**src/design/mdiou_pkg.sv**
```systemverilog
// Summary of operation
// - Writing 1 to the go flag queues one access; the engine runs it later.
// - Writing 0 to the go flag changes nothing.
// - Go flag can only be set while the management engine is enabled.
// - Go flag clears itself once the bus access has fully completed.
// - Writes to the command register are dropped while go reads 1.
// - Bit 30 set means PHY register write, clear means PHY register read.
// - Bit 29 is set when the PHY acknowledged a read, clear otherwise.
// - Bits 25:21 give the PHY register index sent in the frame.
// - Bits 20:16 give the PHY address the frame targets.
// - Bits 15:0 carry write data out and take read data back.
// - Link source select bit 7 resets to 0; engine polling is the source.
// - Bit 6 enables link-change interrupts for the monitored PHY.
// - Bits 4:0 hold the PHY address whose link is monitored.
// - Command completion raises an interrupt only while its mask bit is set; the mask-clear bit clears it.
package mdiou_pkg;

	// ----------------------------------------------------------------
	// Register map
	// ----------------------------------------------------------------
	localparam logic [7:0] OFS_CTRL = 8'h00;
	localparam logic [7:0] OFS_LINK_SOURCE_SELECT = 8'h04;
	localparam logic [7:0] OFS_CMD1 = 8'h08;
	localparam logic [7:0] OFS_STAT = 8'h0c;
	localparam logic [7:0] OFS_MASK = 8'h10;
	localparam logic [7:0] OFS_MASKCLR = 8'h14;
	localparam logic [7:0] OFS_LINK = 8'h18;
	localparam logic [2:0] SIZE_WORD = 3'h2;

	// ----------------------------------------------------------------
	// Field positions
	// ----------------------------------------------------------------
	localparam int GO_BIT = 31;
	localparam int WRITE_BIT = 30;
	localparam int ACK_BIT = 29;
	localparam int REG_LSB = 21;
	localparam int PHY_LSB = 16;
	localparam int LSEL_SRC_BIT = 7;
	localparam int LSEL_IRQEN_BIT = 6;
	localparam int MON_LSB = 0;
	localparam int CTRL_EN_BIT = 0;
	localparam int MASKCLR_CMD1_BIT = 1;
	localparam int LINK_STAT_BIT = 2;

	// ----------------------------------------------------------------
	// Reset values
	// ----------------------------------------------------------------
	localparam logic CTRL_EN_RST = 1'b0;
	localparam logic [1:0] STAT_RST = 2'h0;
	localparam logic [1:0] MASK_RST = 2'h0;

	// ----------------------------------------------------------------
	// Timing: management clock from the 50 MHz reference
	// ----------------------------------------------------------------
	localparam int CLK_PERIOD_NS = 20;
	localparam int MDC_PERIOD_NS = 160;
	localparam logic [3:0] MDC_HALF_CYC =
		4'(MDC_PERIOD_NS / (2 * CLK_PERIOD_NS));

	// ----------------------------------------------------------------
	// Frame layout, bit indices from the first preamble bit
	// ----------------------------------------------------------------
	localparam logic [5:0] PRE_BITS = 6'h20;
	localparam logic [5:0] TA_FIRST_IDX = 6'h2e;
	localparam logic [5:0] TA_ACK_IDX = 6'h2f;
	localparam logic [5:0] DATA_FIRST_IDX = 6'h30;
	localparam logic [5:0] FRAME_LAST = 6'h3f;
	localparam logic [31:0] PREAMBLE = 32'hffff_ffff;
	localparam logic [1:0] SOF_CODE = 2'h1;
	localparam logic [1:0] OP_WR = 2'h1;
	localparam logic [1:0] OP_RD = 2'h2;
	localparam logic [1:0] TA_WR = 2'h2;
	localparam logic [1:0] TA_RD = 2'h3;
	localparam logic [4:0] POLL_REG = 5'h01;

	// ----------------------------------------------------------------
	// Types
	// ----------------------------------------------------------------
	typedef struct packed {
		logic write_op;
		logic ack;
		logic [4:0] phy_register_index;
		logic [4:0] target_phy_index;
		logic [15:0] data;
	} mdiou_cmd_t;

	typedef struct packed {
		logic link_source_select;
		logic link_change_irq_enable;
		logic [4:0] monitored_phy_index;
	} mdiou_lsel_t;

	typedef struct packed {
		logic link_chg;
		logic cmd_done;
	} mdiou_evt_t;

	typedef enum logic [1:0] {ST_IDLE, ST_FRAME, ST_DONE} mdiou_state_t;

endpackage : mdiou_pkg

```
**src/design/mdiou_user_access.sv**
```systemverilog
// The AHB-Lite slave port and the address map are this design's own decisions.
`timescale 1ns/100ps
`default_nettype none
module mdiou_user_access
	import mdiou_pkg::*;
(
	input wire logic ref_clk_i,
	input wire logic sys_rst_i,
	input wire logic hsel_i,
	input wire logic [31:0] haddr_i,
	input wire logic [1:0] htrans_i,
	input wire logic hwrite_i,
	input wire logic [2:0] hsize_i,
	input wire logic [31:0] hwdata_i,
	input wire logic hready_i,
	output logic hreadyout_o,
	output logic hresp_o,
	output logic [31:0] hrdata_o,
	output logic irq_o,
	output logic mdc_o,
	input wire logic mdio_i,
	output logic mdio_o,
	output logic mdio_oe_o
);

	// ----------------------------------------------------------------
	// Declarations
	// ----------------------------------------------------------------
	mdiou_state_t state_r;
	mdiou_cmd_t cmd_r;
	mdiou_lsel_t lsel_r;
	mdiou_evt_t status_r;
	mdiou_evt_t mask_r;
	mdiou_evt_t status_nxt;
	logic go_r;
	logic ctrl_en_r;
	logic cur_user_r;
	logic [5:0] bit_cnt_r;
	logic [63:0] tx_r;
	logic [15:0] rx_r;
	logic ack_r;
	logic mdio_r;
	logic oe_r;
	logic link_r;
	logic link_valid_r;
	logic dph_wr_r;
	logic [7:0] dph_addr_r;
	logic [31:0] hrdata_r;
	logic mdio_s;
	logic rise;
	logic fall;

	// ----------------------------------------------------------------
	// Clock divider and input synchroniser
	// ----------------------------------------------------------------
	mdiou_mdc_div u_div (
		.ref_clk_i(ref_clk_i),
		.sys_rst_i(sys_rst_i),
		.mdc_o(mdc_o),
		.rise_o(rise),
		.fall_o(fall)
	);

	mdiou_sync2 u_sync (
		.ref_clk_i(ref_clk_i),
		.sys_rst_i(sys_rst_i),
		.async_i(mdio_i),
		.sync_o(mdio_s)
	);

	// ----------------------------------------------------------------
	// Bus decode
	// ----------------------------------------------------------------
	// Upper address bits are left to the system decoder behind hsel
	wire addr_ok = hsel_i && htrans_i[1] && hready_i;
	wire rd_fire = addr_ok && !hwrite_i;
	wire wr_take = addr_ok && hwrite_i && (hsize_i == SIZE_WORD);
	wire [7:0] a_ofs = haddr_i[7:0];
	wire wr_ctrl = dph_wr_r && (dph_addr_r == OFS_CTRL);
	wire wr_lsel = dph_wr_r && (dph_addr_r == OFS_LINK_SOURCE_SELECT);
	wire wr_cmd = dph_wr_r && (dph_addr_r == OFS_CMD1);
	wire wr_mask = dph_wr_r && (dph_addr_r == OFS_MASK);
	wire wr_mclr = dph_wr_r && (dph_addr_r == OFS_MASKCLR);
	wire stat_rd = rd_fire && (a_ofs == OFS_STAT);

	// Read view of each register; reserved bits read as zero
	wire [31:0] rd_ctrl = {31'h0000_0000, ctrl_en_r};
	wire [31:0] rd_lsel = {24'h00_0000, lsel_r.link_source_select,
		lsel_r.link_change_irq_enable, 1'b0, lsel_r.monitored_phy_index};
	wire [31:0] rd_cmd = {go_r, cmd_r.write_op, cmd_r.ack, 3'h0,
		cmd_r.phy_register_index, cmd_r.target_phy_index, cmd_r.data};
	wire [31:0] rd_stat = {30'h0000_0000, status_r};
	wire [31:0] rd_mask = {30'h0000_0000, mask_r};
	wire [31:0] rd_link = {31'h0000_0000, link_r};
	wire [31:0] rd_mux =
		(a_ofs == OFS_CTRL) ? rd_ctrl :
		(a_ofs == OFS_LINK_SOURCE_SELECT) ? rd_lsel :
		(a_ofs == OFS_CMD1) ? rd_cmd :
		(a_ofs == OFS_STAT) ? rd_stat :
		(a_ofs == OFS_MASK) ? rd_mask :
		(a_ofs == OFS_LINK) ? rd_link : 32'h0000_0000;

	// Always ready, always OKAY: every register answers in one cycle
	assign hreadyout_o = 1'b1;
	assign hresp_o = 1'b0;
	assign hrdata_o = hrdata_r;

	// Address phase capture; read data registered for the data phase
	always_ff @(posedge ref_clk_i) begin
		if (sys_rst_i) begin
			dph_wr_r <= 1'b0;
			dph_addr_r <= 8'h00;
			hrdata_r <= 32'h0000_0000;
		end else begin
			dph_wr_r <= wr_take;
			dph_addr_r <= a_ofs;
			hrdata_r <= rd_fire ? rd_mux : 32'h0000_0000;
		end
	end

	// ----------------------------------------------------------------
	// Frame engine decode
	// ----------------------------------------------------------------
	wire in_frame = (state_r == ST_FRAME);
	wire frame_done = (state_r == ST_DONE);
	wire user_done = frame_done && cur_user_r;
	wire poll_done = frame_done && !cur_user_r;
	// User command beats polling; starts only on a falling edge
	wire frame_start = (state_r == ST_IDLE) && fall && ctrl_en_r;
	wire pick_user = go_r;
	wire [4:0] f_phy = pick_user ? cmd_r.target_phy_index :
		lsel_r.monitored_phy_index;
	wire [4:0] f_reg = pick_user ? cmd_r.phy_register_index : POLL_REG;
	wire f_wr = pick_user && cmd_r.write_op;
	wire [15:0] f_data = f_wr ? cmd_r.data : 16'hffff;
	wire [63:0] f_bits = {PREAMBLE, SOF_CODE, f_wr ? OP_WR : OP_RD,
		f_phy, f_reg, f_wr ? TA_WR : TA_RD, f_data};
	wire [5:0] next_idx = bit_cnt_r + 6'h01;
	wire cur_wr = cur_user_r && cmd_r.write_op;
	// Reads hand the line to the PHY from the turnaround onward
	wire drive_next = (next_idx < TA_FIRST_IDX) || cur_wr;
	wire last_rise = in_frame && rise && (bit_cnt_r == FRAME_LAST);

	// State sequence: idle, one frame of 64 clocks, one done cycle
	always_ff @(posedge ref_clk_i) begin
		if (sys_rst_i) begin
			state_r <= ST_IDLE;
			cur_user_r <= 1'b0;
		end else begin
			unique case (state_r)
				ST_IDLE: begin
					if (frame_start) begin
						state_r <= ST_FRAME;
						cur_user_r <= pick_user;
					end
				end
				ST_FRAME: begin
					if (last_rise) begin
						state_r <= ST_DONE;
					end
				end
				ST_DONE: begin
					state_r <= ST_IDLE;
				end
			endcase
		end
	end

	// Shift out on falling edges so the PHY samples stable rising edges
	always_ff @(posedge ref_clk_i) begin
		if (sys_rst_i) begin
			tx_r <= 64'h0000_0000_0000_0000;
			bit_cnt_r <= 6'h00;
			mdio_r <= 1'b1;
			oe_r <= 1'b0;
		end else if (frame_start) begin
			tx_r <= f_bits;
			bit_cnt_r <= 6'h00;
			mdio_r <= f_bits[63];
			oe_r <= 1'b1;
		end else if (in_frame && fall) begin
			tx_r <= {tx_r[62:0], 1'b1};
			bit_cnt_r <= next_idx;
			mdio_r <= tx_r[62];
			oe_r <= drive_next;
		end else if (frame_done) begin
			oe_r <= 1'b0;
			mdio_r <= 1'b1;
		end
	end

	assign mdio_o = mdio_r;
	assign mdio_oe_o = oe_r;

	// Sample the PHY on rising edges; low in second TA bit is the ack
	always_ff @(posedge ref_clk_i) begin
		if (sys_rst_i) begin
			rx_r <= 16'h0000;
			ack_r <= 1'b0;
		end else if (frame_start) begin
			ack_r <= 1'b0;
		end else if (in_frame && rise) begin
			if (bit_cnt_r == TA_ACK_IDX) begin
				ack_r <= !mdio_s;
			end
			if (bit_cnt_r >= DATA_FIRST_IDX) begin
				rx_r <= {rx_r[14:0], mdio_s};
			end
		end
	end

	// ----------------------------------------------------------------
	// Command register and go flag
	// ----------------------------------------------------------------
	wire cmd_open = wr_cmd && !go_r;
	wire go_set = cmd_open && ctrl_en_r && hwdata_i[GO_BIT];

	// Fields are frozen while go is set, so the running frame is safe
	always_ff @(posedge ref_clk_i) begin
		if (sys_rst_i) begin
			cmd_r <= '0;
		end else if (user_done) begin
			cmd_r.ack <= !cmd_r.write_op && ack_r;
			if (!cmd_r.write_op) begin
				cmd_r.data <= rx_r;
			end
		end else if (cmd_open) begin
			cmd_r.write_op <= hwdata_i[WRITE_BIT];
			cmd_r.ack <= hwdata_i[ACK_BIT];
			cmd_r.phy_register_index <= hwdata_i[REG_LSB +: 5];
			cmd_r.target_phy_index <= hwdata_i[PHY_LSB +: 5];
			cmd_r.data <= hwdata_i[15:0];
		end
	end

	// Go is set by software, cleared only by completion
	always_ff @(posedge ref_clk_i) begin
		if (sys_rst_i) begin
			go_r <= 1'b0;
		end else if (user_done) begin
			go_r <= 1'b0;
		end else if (go_set) begin
			go_r <= 1'b1;
		end
	end

	// ----------------------------------------------------------------
	// Control, link select and link monitor
	// ----------------------------------------------------------------
	// Disabling mid-frame lets the frame finish; no new frame starts
	always_ff @(posedge ref_clk_i) begin
		if (sys_rst_i) begin
			ctrl_en_r <= CTRL_EN_RST;
			lsel_r <= '0;
		end else begin
			if (wr_ctrl) begin
				ctrl_en_r <= hwdata_i[CTRL_EN_BIT];
			end
			if (wr_lsel) begin
				// Source bit is stored only; polling is the sole source
				lsel_r.link_source_select <= hwdata_i[LSEL_SRC_BIT];
				lsel_r.link_change_irq_enable <= hwdata_i[LSEL_IRQEN_BIT];
				lsel_r.monitored_phy_index <= hwdata_i[MON_LSB +: 5];
			end
		end
	end

	// No ack from the polled PHY counts as link down
	wire link_now = ack_r && rx_r[LINK_STAT_BIT];
	wire link_evt = poll_done && link_valid_r && (link_now != link_r) &&
		lsel_r.link_change_irq_enable;

	// First poll after a select change only seeds the reference level
	always_ff @(posedge ref_clk_i) begin
		if (sys_rst_i) begin
			link_r <= 1'b0;
			link_valid_r <= 1'b0;
		end else if (wr_lsel) begin
			link_valid_r <= 1'b0;
		end else if (poll_done) begin
			link_r <= link_now;
			link_valid_r <= 1'b1;
		end
	end

	// ----------------------------------------------------------------
	// Interrupts
	// ----------------------------------------------------------------
	wire mdiou_evt_t evt_set = '{link_chg: link_evt, cmd_done: user_done};
	wire mdiou_evt_t evt_clr = stat_rd ? status_r : '0;

	// A new event in the read cycle survives the read-clear
	assign status_nxt = (status_r & ~evt_clr) | evt_set;

	always_ff @(posedge ref_clk_i) begin
		if (sys_rst_i) begin
			status_r <= STAT_RST;
			mask_r <= MASK_RST;
		end else begin
			status_r <= status_nxt;
			if (wr_mask) begin
				mask_r <= hwdata_i[1:0];
			end else if (wr_mclr && hwdata_i[MASKCLR_CMD1_BIT]) begin
				mask_r.cmd_done <= 1'b0;
			end
		end
	end

	assign irq_o = |(status_r & mask_r);
endmodule : mdiou_user_access
`default_nettype wire

```
**src/design/mdiou_sync2.sv**
```systemverilog
`timescale 1ns/100ps
`default_nettype none
module mdiou_sync2 (
	input wire logic ref_clk_i,
	input wire logic sys_rst_i,
	input wire logic async_i,
	output logic sync_o
);
	logic meta_r;
	logic sync_r;

	// Two stages; only the second stage is read outside
	always_ff @(posedge ref_clk_i) begin
		if (sys_rst_i) begin
			meta_r <= 1'b1;
			sync_r <= 1'b1;
		end else begin
			meta_r <= async_i;
			sync_r <= meta_r;
		end
	end

	assign sync_o = sync_r;
endmodule : mdiou_sync2
`default_nettype wire

```
**src/design/mdiou_mdc_div.sv**
```systemverilog
`timescale 1ns/100ps
`default_nettype none
module mdiou_mdc_div
	import mdiou_pkg::*;
(
	input wire logic ref_clk_i,
	input wire logic sys_rst_i,
	output logic mdc_o,
	output logic rise_o,
	output logic fall_o
);
	logic [3:0] cnt_r;
	logic mdc_r;
	wire flip = (cnt_r == MDC_HALF_CYC - 4'h1);

	// Free-running divider; the clock keeps toggling between frames
	always_ff @(posedge ref_clk_i) begin
		if (sys_rst_i) begin
			cnt_r <= 4'h0;
			mdc_r <= 1'b0;
		end else begin
			cnt_r <= flip ? 4'h0 : cnt_r + 4'h1;
			mdc_r <= flip ? !mdc_r : mdc_r;
		end
	end

	// Edge pulses are high in the cycle before the pin level changes, at the edge that ends it
	assign rise_o = flip && !mdc_r;
	assign fall_o = flip && mdc_r;
	assign mdc_o = mdc_r;
endmodule : mdiou_mdc_div
`default_nettype wire

```
**config.mk**
```make
export PLATFORM = sky130hd
export DESIGN_NAME = mdiou_user_access
export DESIGN_NICKNAME = d
export VERILOG_FILES = /design/src/design/mdiou_pkg.sv /design/src/design/mdiou_user_access.sv /design/src/design/mdiou_sync2.sv /design/src/design/mdiou_mdc_div.sv
export SDC_FILE = /design/constraint.sdc
export NUM_CORES = 1
export LEC_CHECK = 0
export CAP_MARGIN = 40
export CORE_MARGIN = 2
export CORE_UTILIZATION = 45
export DETAILED_ROUTE_END_ITERATION = 8
export DONT_BUFFER_PORTS = 1
export PLACE_DENSITY = 0.69
export SYNTH_ARGS = -nofsm -noshare
export SYNTH_HDL_FRONTEND = slang
export SYNTH_SLANG_ARGS = --single-unit
```
**constraint.sdc**
```tcl
create_clock -name ref_clk_i -period 5.91 [get_ports ref_clk_i]
set_input_delay 0 -clock ref_clk_i [delete_from_list [all_inputs] [get_ports ref_clk_i]]
set_output_delay 0 -clock ref_clk_i [all_outputs]
set_load 0.05 [all_outputs]
```
==> impl_metrics.env <==
export IMPL_cts_tree="built"
export IMPL_final_common_cell="dfxtp_1"
export IMPL_synth_mux_area_frac=0.0422
export IMPL_synthArstFlopShare=0
export IMPL_finalHoldViolations=0
export IMPL_setup_tns_ns=0
export IMPL_crit_path_start="u_div.mdc_o"
export IMPL_p_leak_nw=2.97
export IMPL_htreeDepth=4
export IMPL_grt_pass1_wl_um=25400
export IMPL_drive_gt1_frac=0.0607
export IMPL_layout_common_cells="dfxtp_1, nand2_1, nor2_1, dlygate4sd3_1, a21oi_1"
export IMPL_synth_simple_area_share=0.223
export IMPL_dpl_worst_slack_ns=3.38
export IMPL_seq_area_frac_synth=0.517
export IMPL_dieArea_sq_um=16400
export IMPL_cts_setup_buffers=0
export IMPL_crit_slowest_cell="dfxtp_1"
export IMPL_crit_path_frequent_cell="nand2_1"
export IMPL_setup_violations=0
export IMPL_synth_ff_type="dfxtp_1"
export IMPL_slew_headroom=0.412
export IMPL_gp_congestion=0.809
export IMPL_ios=113
export IMPL_path_cells="nand2_1, nor2_4, buf_4, nand2_1, a311oi_1"
export IMPL_routed_wl_um=15600
export IMPL_fin_ws_ns=3.36
export IMPL_diodes=0
export IMPL_postCtsResizedCells=0
export IMPL_worstSetupPathType="register to register"
export IMPL_synthCells=780
export IMPL_hold_start="sys_rst_i"
export IMPL_syn_to_final_growth_pct=17.2
export IMPL_cp_arrival_ns=2.87
export IMPL_synth_top_area_frac=0.517
export IMPL_maxSlewViolCount=0
export IMPL_clk_pin_slew_ns=0.06
export IMPL_fin_skew_ns=0.00914
export IMPL_clockPowerShare=0.477
export IMPL_drv_cap=0
export IMPL_cts_made_buffers=17
export IMPL_min_path_type="primary input to register"
export IMPL_synth_compound_gate_area_share=0.151
export IMPL_wire_per_inst_um=15.7
export IMPL_ir_drop_uv=213
export IMPL_root_buffer="clkbuf_16"
export IMPL_synth_top_family_by_area="simple AND/OR/NAND/NOR gates"
export IMPL_reg2reg_slack_ns=3.36
export IMPL_place_inst=915
export IMPL_multi_input_area_sq_um=3070
export IMPL_row_count=45
export IMPL_clk_latency_ns=0.42
export IMPL_status="finished, final reports clean"
export IMPL_period_minus_slack_ns=2.55
export IMPL_antenna_found_initial=0
export IMPL_dp_hpwl_um=9660
export IMPL_yosysUniqueCellTypes=57
export IMPL_cp_max_fo=50
export IMPL_end_kind="register"
export IMPL_drtAntennaViolNets=0
export IMPL_critPathTopFamily="simple AND/OR/NAND/NOR gates"
export IMPL_dieHeight_um=128
export IMPL_grt_util_all_layers=0.194
export IMPL_synth_seq_cells=179
export IMPL_fin_util=0.537
export IMPL_io_buffers=0
export IMPL_yosysWarningCount=0
export IMPL_final_cells=995
export IMPL_p_sw_frac=0.202
export IMPL_period_share=0.431
export IMPL_grt_pass1_vias=5132
export IMPL_avgViaCountPerCell=5.54
export IMPL_yosys_area_top_type="dfxtp_1"
export IMPL_fillers=1295
export IMPL_synth_area_top_cells="dfxtp_1, nand2_1, mux2i_1"
export IMPL_drt_pass1_iterations=6
export IMPL_worstPathRequired_ns=6.23
export IMPL_route_detailed_drc=0
export IMPL_crit_buf_inv=1
export IMPL_nNetsFinal=875
export IMPL_clock_sinks=179
export IMPL_synth_xor_area_frac=0.0114
export IMPL_p_switching_mw=0.502
export IMPL_worst_pin_slew_ns=0.874
export IMPL_cts_buffer_depth=2
export IMPL_start_util=0.458
export IMPL_drtIter0Drc=564
export IMPL_fmax_ghz=0.393
export IMPL_rsz0062_at_grt="false"
export IMPL_cp_start_kind="register"
export IMPL_critPathMaxStageDelay_ns=0.76
export IMPL_yosys_area_share_adder=0.00902
export IMPL_core_area_sq_um=15100
export IMPL_p_int_mw=1.99
export IMPL_synth_edf_count=0
export IMPL_ctsHoldBuffers=48
export IMPL_power_frac_comb=0.033
export IMPL_seq_area_sq_um=3580
export IMPL_postSynthAreaPerCell_sq_um=8.89
export IMPL_syn_area_sq_um=6940
export IMPL_grt_start_max_net_pins=146
export IMPL_grt_overflow_total=0
export IMPL_p_per_area_nw_per_um2=306
export IMPL_fp_dieW_um=128
export IMPL_p_seq_frac=0.490
export IMPL_num_vias=5508
export IMPL_rr_startpoint="u_div.mdc_o"
flip-flops by register name, summed over array words and instances, names as in the netlist, 2 cells and up:
register,cells
cmd_r,28
bit_cnt_r,6
lsel_r,7
u_div.cnt_r,4
mask_r,2
dph_addr_r,8
hrdata_o,29
rd_stat,2
rx_r,16
state_r,2
tx_r,63
power groups by stage:
| stage | sequential [mW] | combinational [mW] | clock (mW) |
|---|---|---|---|
| after global placement | 1.25 | 0.0363 | 0 |
| final | 1.22 | 0.0816 | 1.19 |
| after CTS | 1.22 | 0.0806 | 1.21 |
| after global routing | 1.22 | 0.0891 | 1.26 |
| after detailed placement | 1.25 | 0.0376 | 0 |
| after floorplan | 1.25 | 0.0490 | 0 |
layer usage:
metal	up-vias	track usage	share of wire	wire, um
li1	2722	-	-	-
met1	2598	0.259	0.49	7570
met2	169	0.300	0.45	7070
met3	19	0.0593	0.050	788
met4	0	0.0646	0.011	175
met5	-	0	0	0
path summary, 6_finish.rpt:
| path | cells past startpoint | to |
|---|---|---|
| setup / recovery | 5 | tx_r[27] |
| hold reg to reg | 1 | u_sync.sync_o |
| hold / removal | 2 | mask_r[1] |
| setup reg to reg | 5 | tx_r[27] |
cell usage after synthesis (2+ instances only):
master / count
nor4_1: 4
o21ai_0: 6
xnor2_1: 6
nand2b_1: 5
a21oi_1: 40
buf_6: 2
mux2_2: 2
a22o_1: 6
buf_2: 11
nand3_1: 9
or4b_2: 2
nor2_1: 57
or2_2: 2
conb_1: 2
and3_1: 2
nand3b_1: 3
or3_1: 2
inv_1: 5
mux2i_1: 27
a221oi_1: 2
nand4_1: 4
nand2_1: 174
clkbuf_1: 40
buf_4: 9
o21a_1: 2
a22oi_1: 16
and4b_1: 2
nor3_1: 11
a31oi_1: 35
and2_1: 26
a21o_1: 2
a311oi_1: 27
ha_1: 5
dfxtp_1: 179
nor2b_1: 17
nor4bb_1: 2
xor2_1: 3
a211oi_1: 7
nor3b_1: 6
stage by stage:
step	hold slack, ns	total power, mW	area, sq um
global route	0.0200	2.57	8130
floorplan	0.104	1.29	6950
CTS	0.00101	2.51	8120
finish	0.00521	2.49	8130
detailed placement	0.0828	1.28	6990
global placement	0.0821	1.28	6930
logic make-up (layout without fill, tap and decap cells):
logic type / after synthesis / in the layout
buffers and inverters: 68 / 92
AOI/OAI and AO/OA: 153 / 153
other: 2 / 5
and+or+nand+nor: 335 / 335
DFF: 179 / 179
xor gates and xnor gates: 9 / 9
muxes: 29 / 29
adders and majority gates: 5 / 5
layout make-up:
class | instances | area share
Clock buffer | 22 | 0.0583
Clock inverter | 9 | 0.0188
Inverter | 5 | 0.00231
Multi-Input combinational cell | 536 | 0.377
Sequential cell | 179 | 0.441
Tap cell | 188 | 0.0289
Timing Repair Buffer | 56 | 0.0733
(Power assumes the default switching activity.)
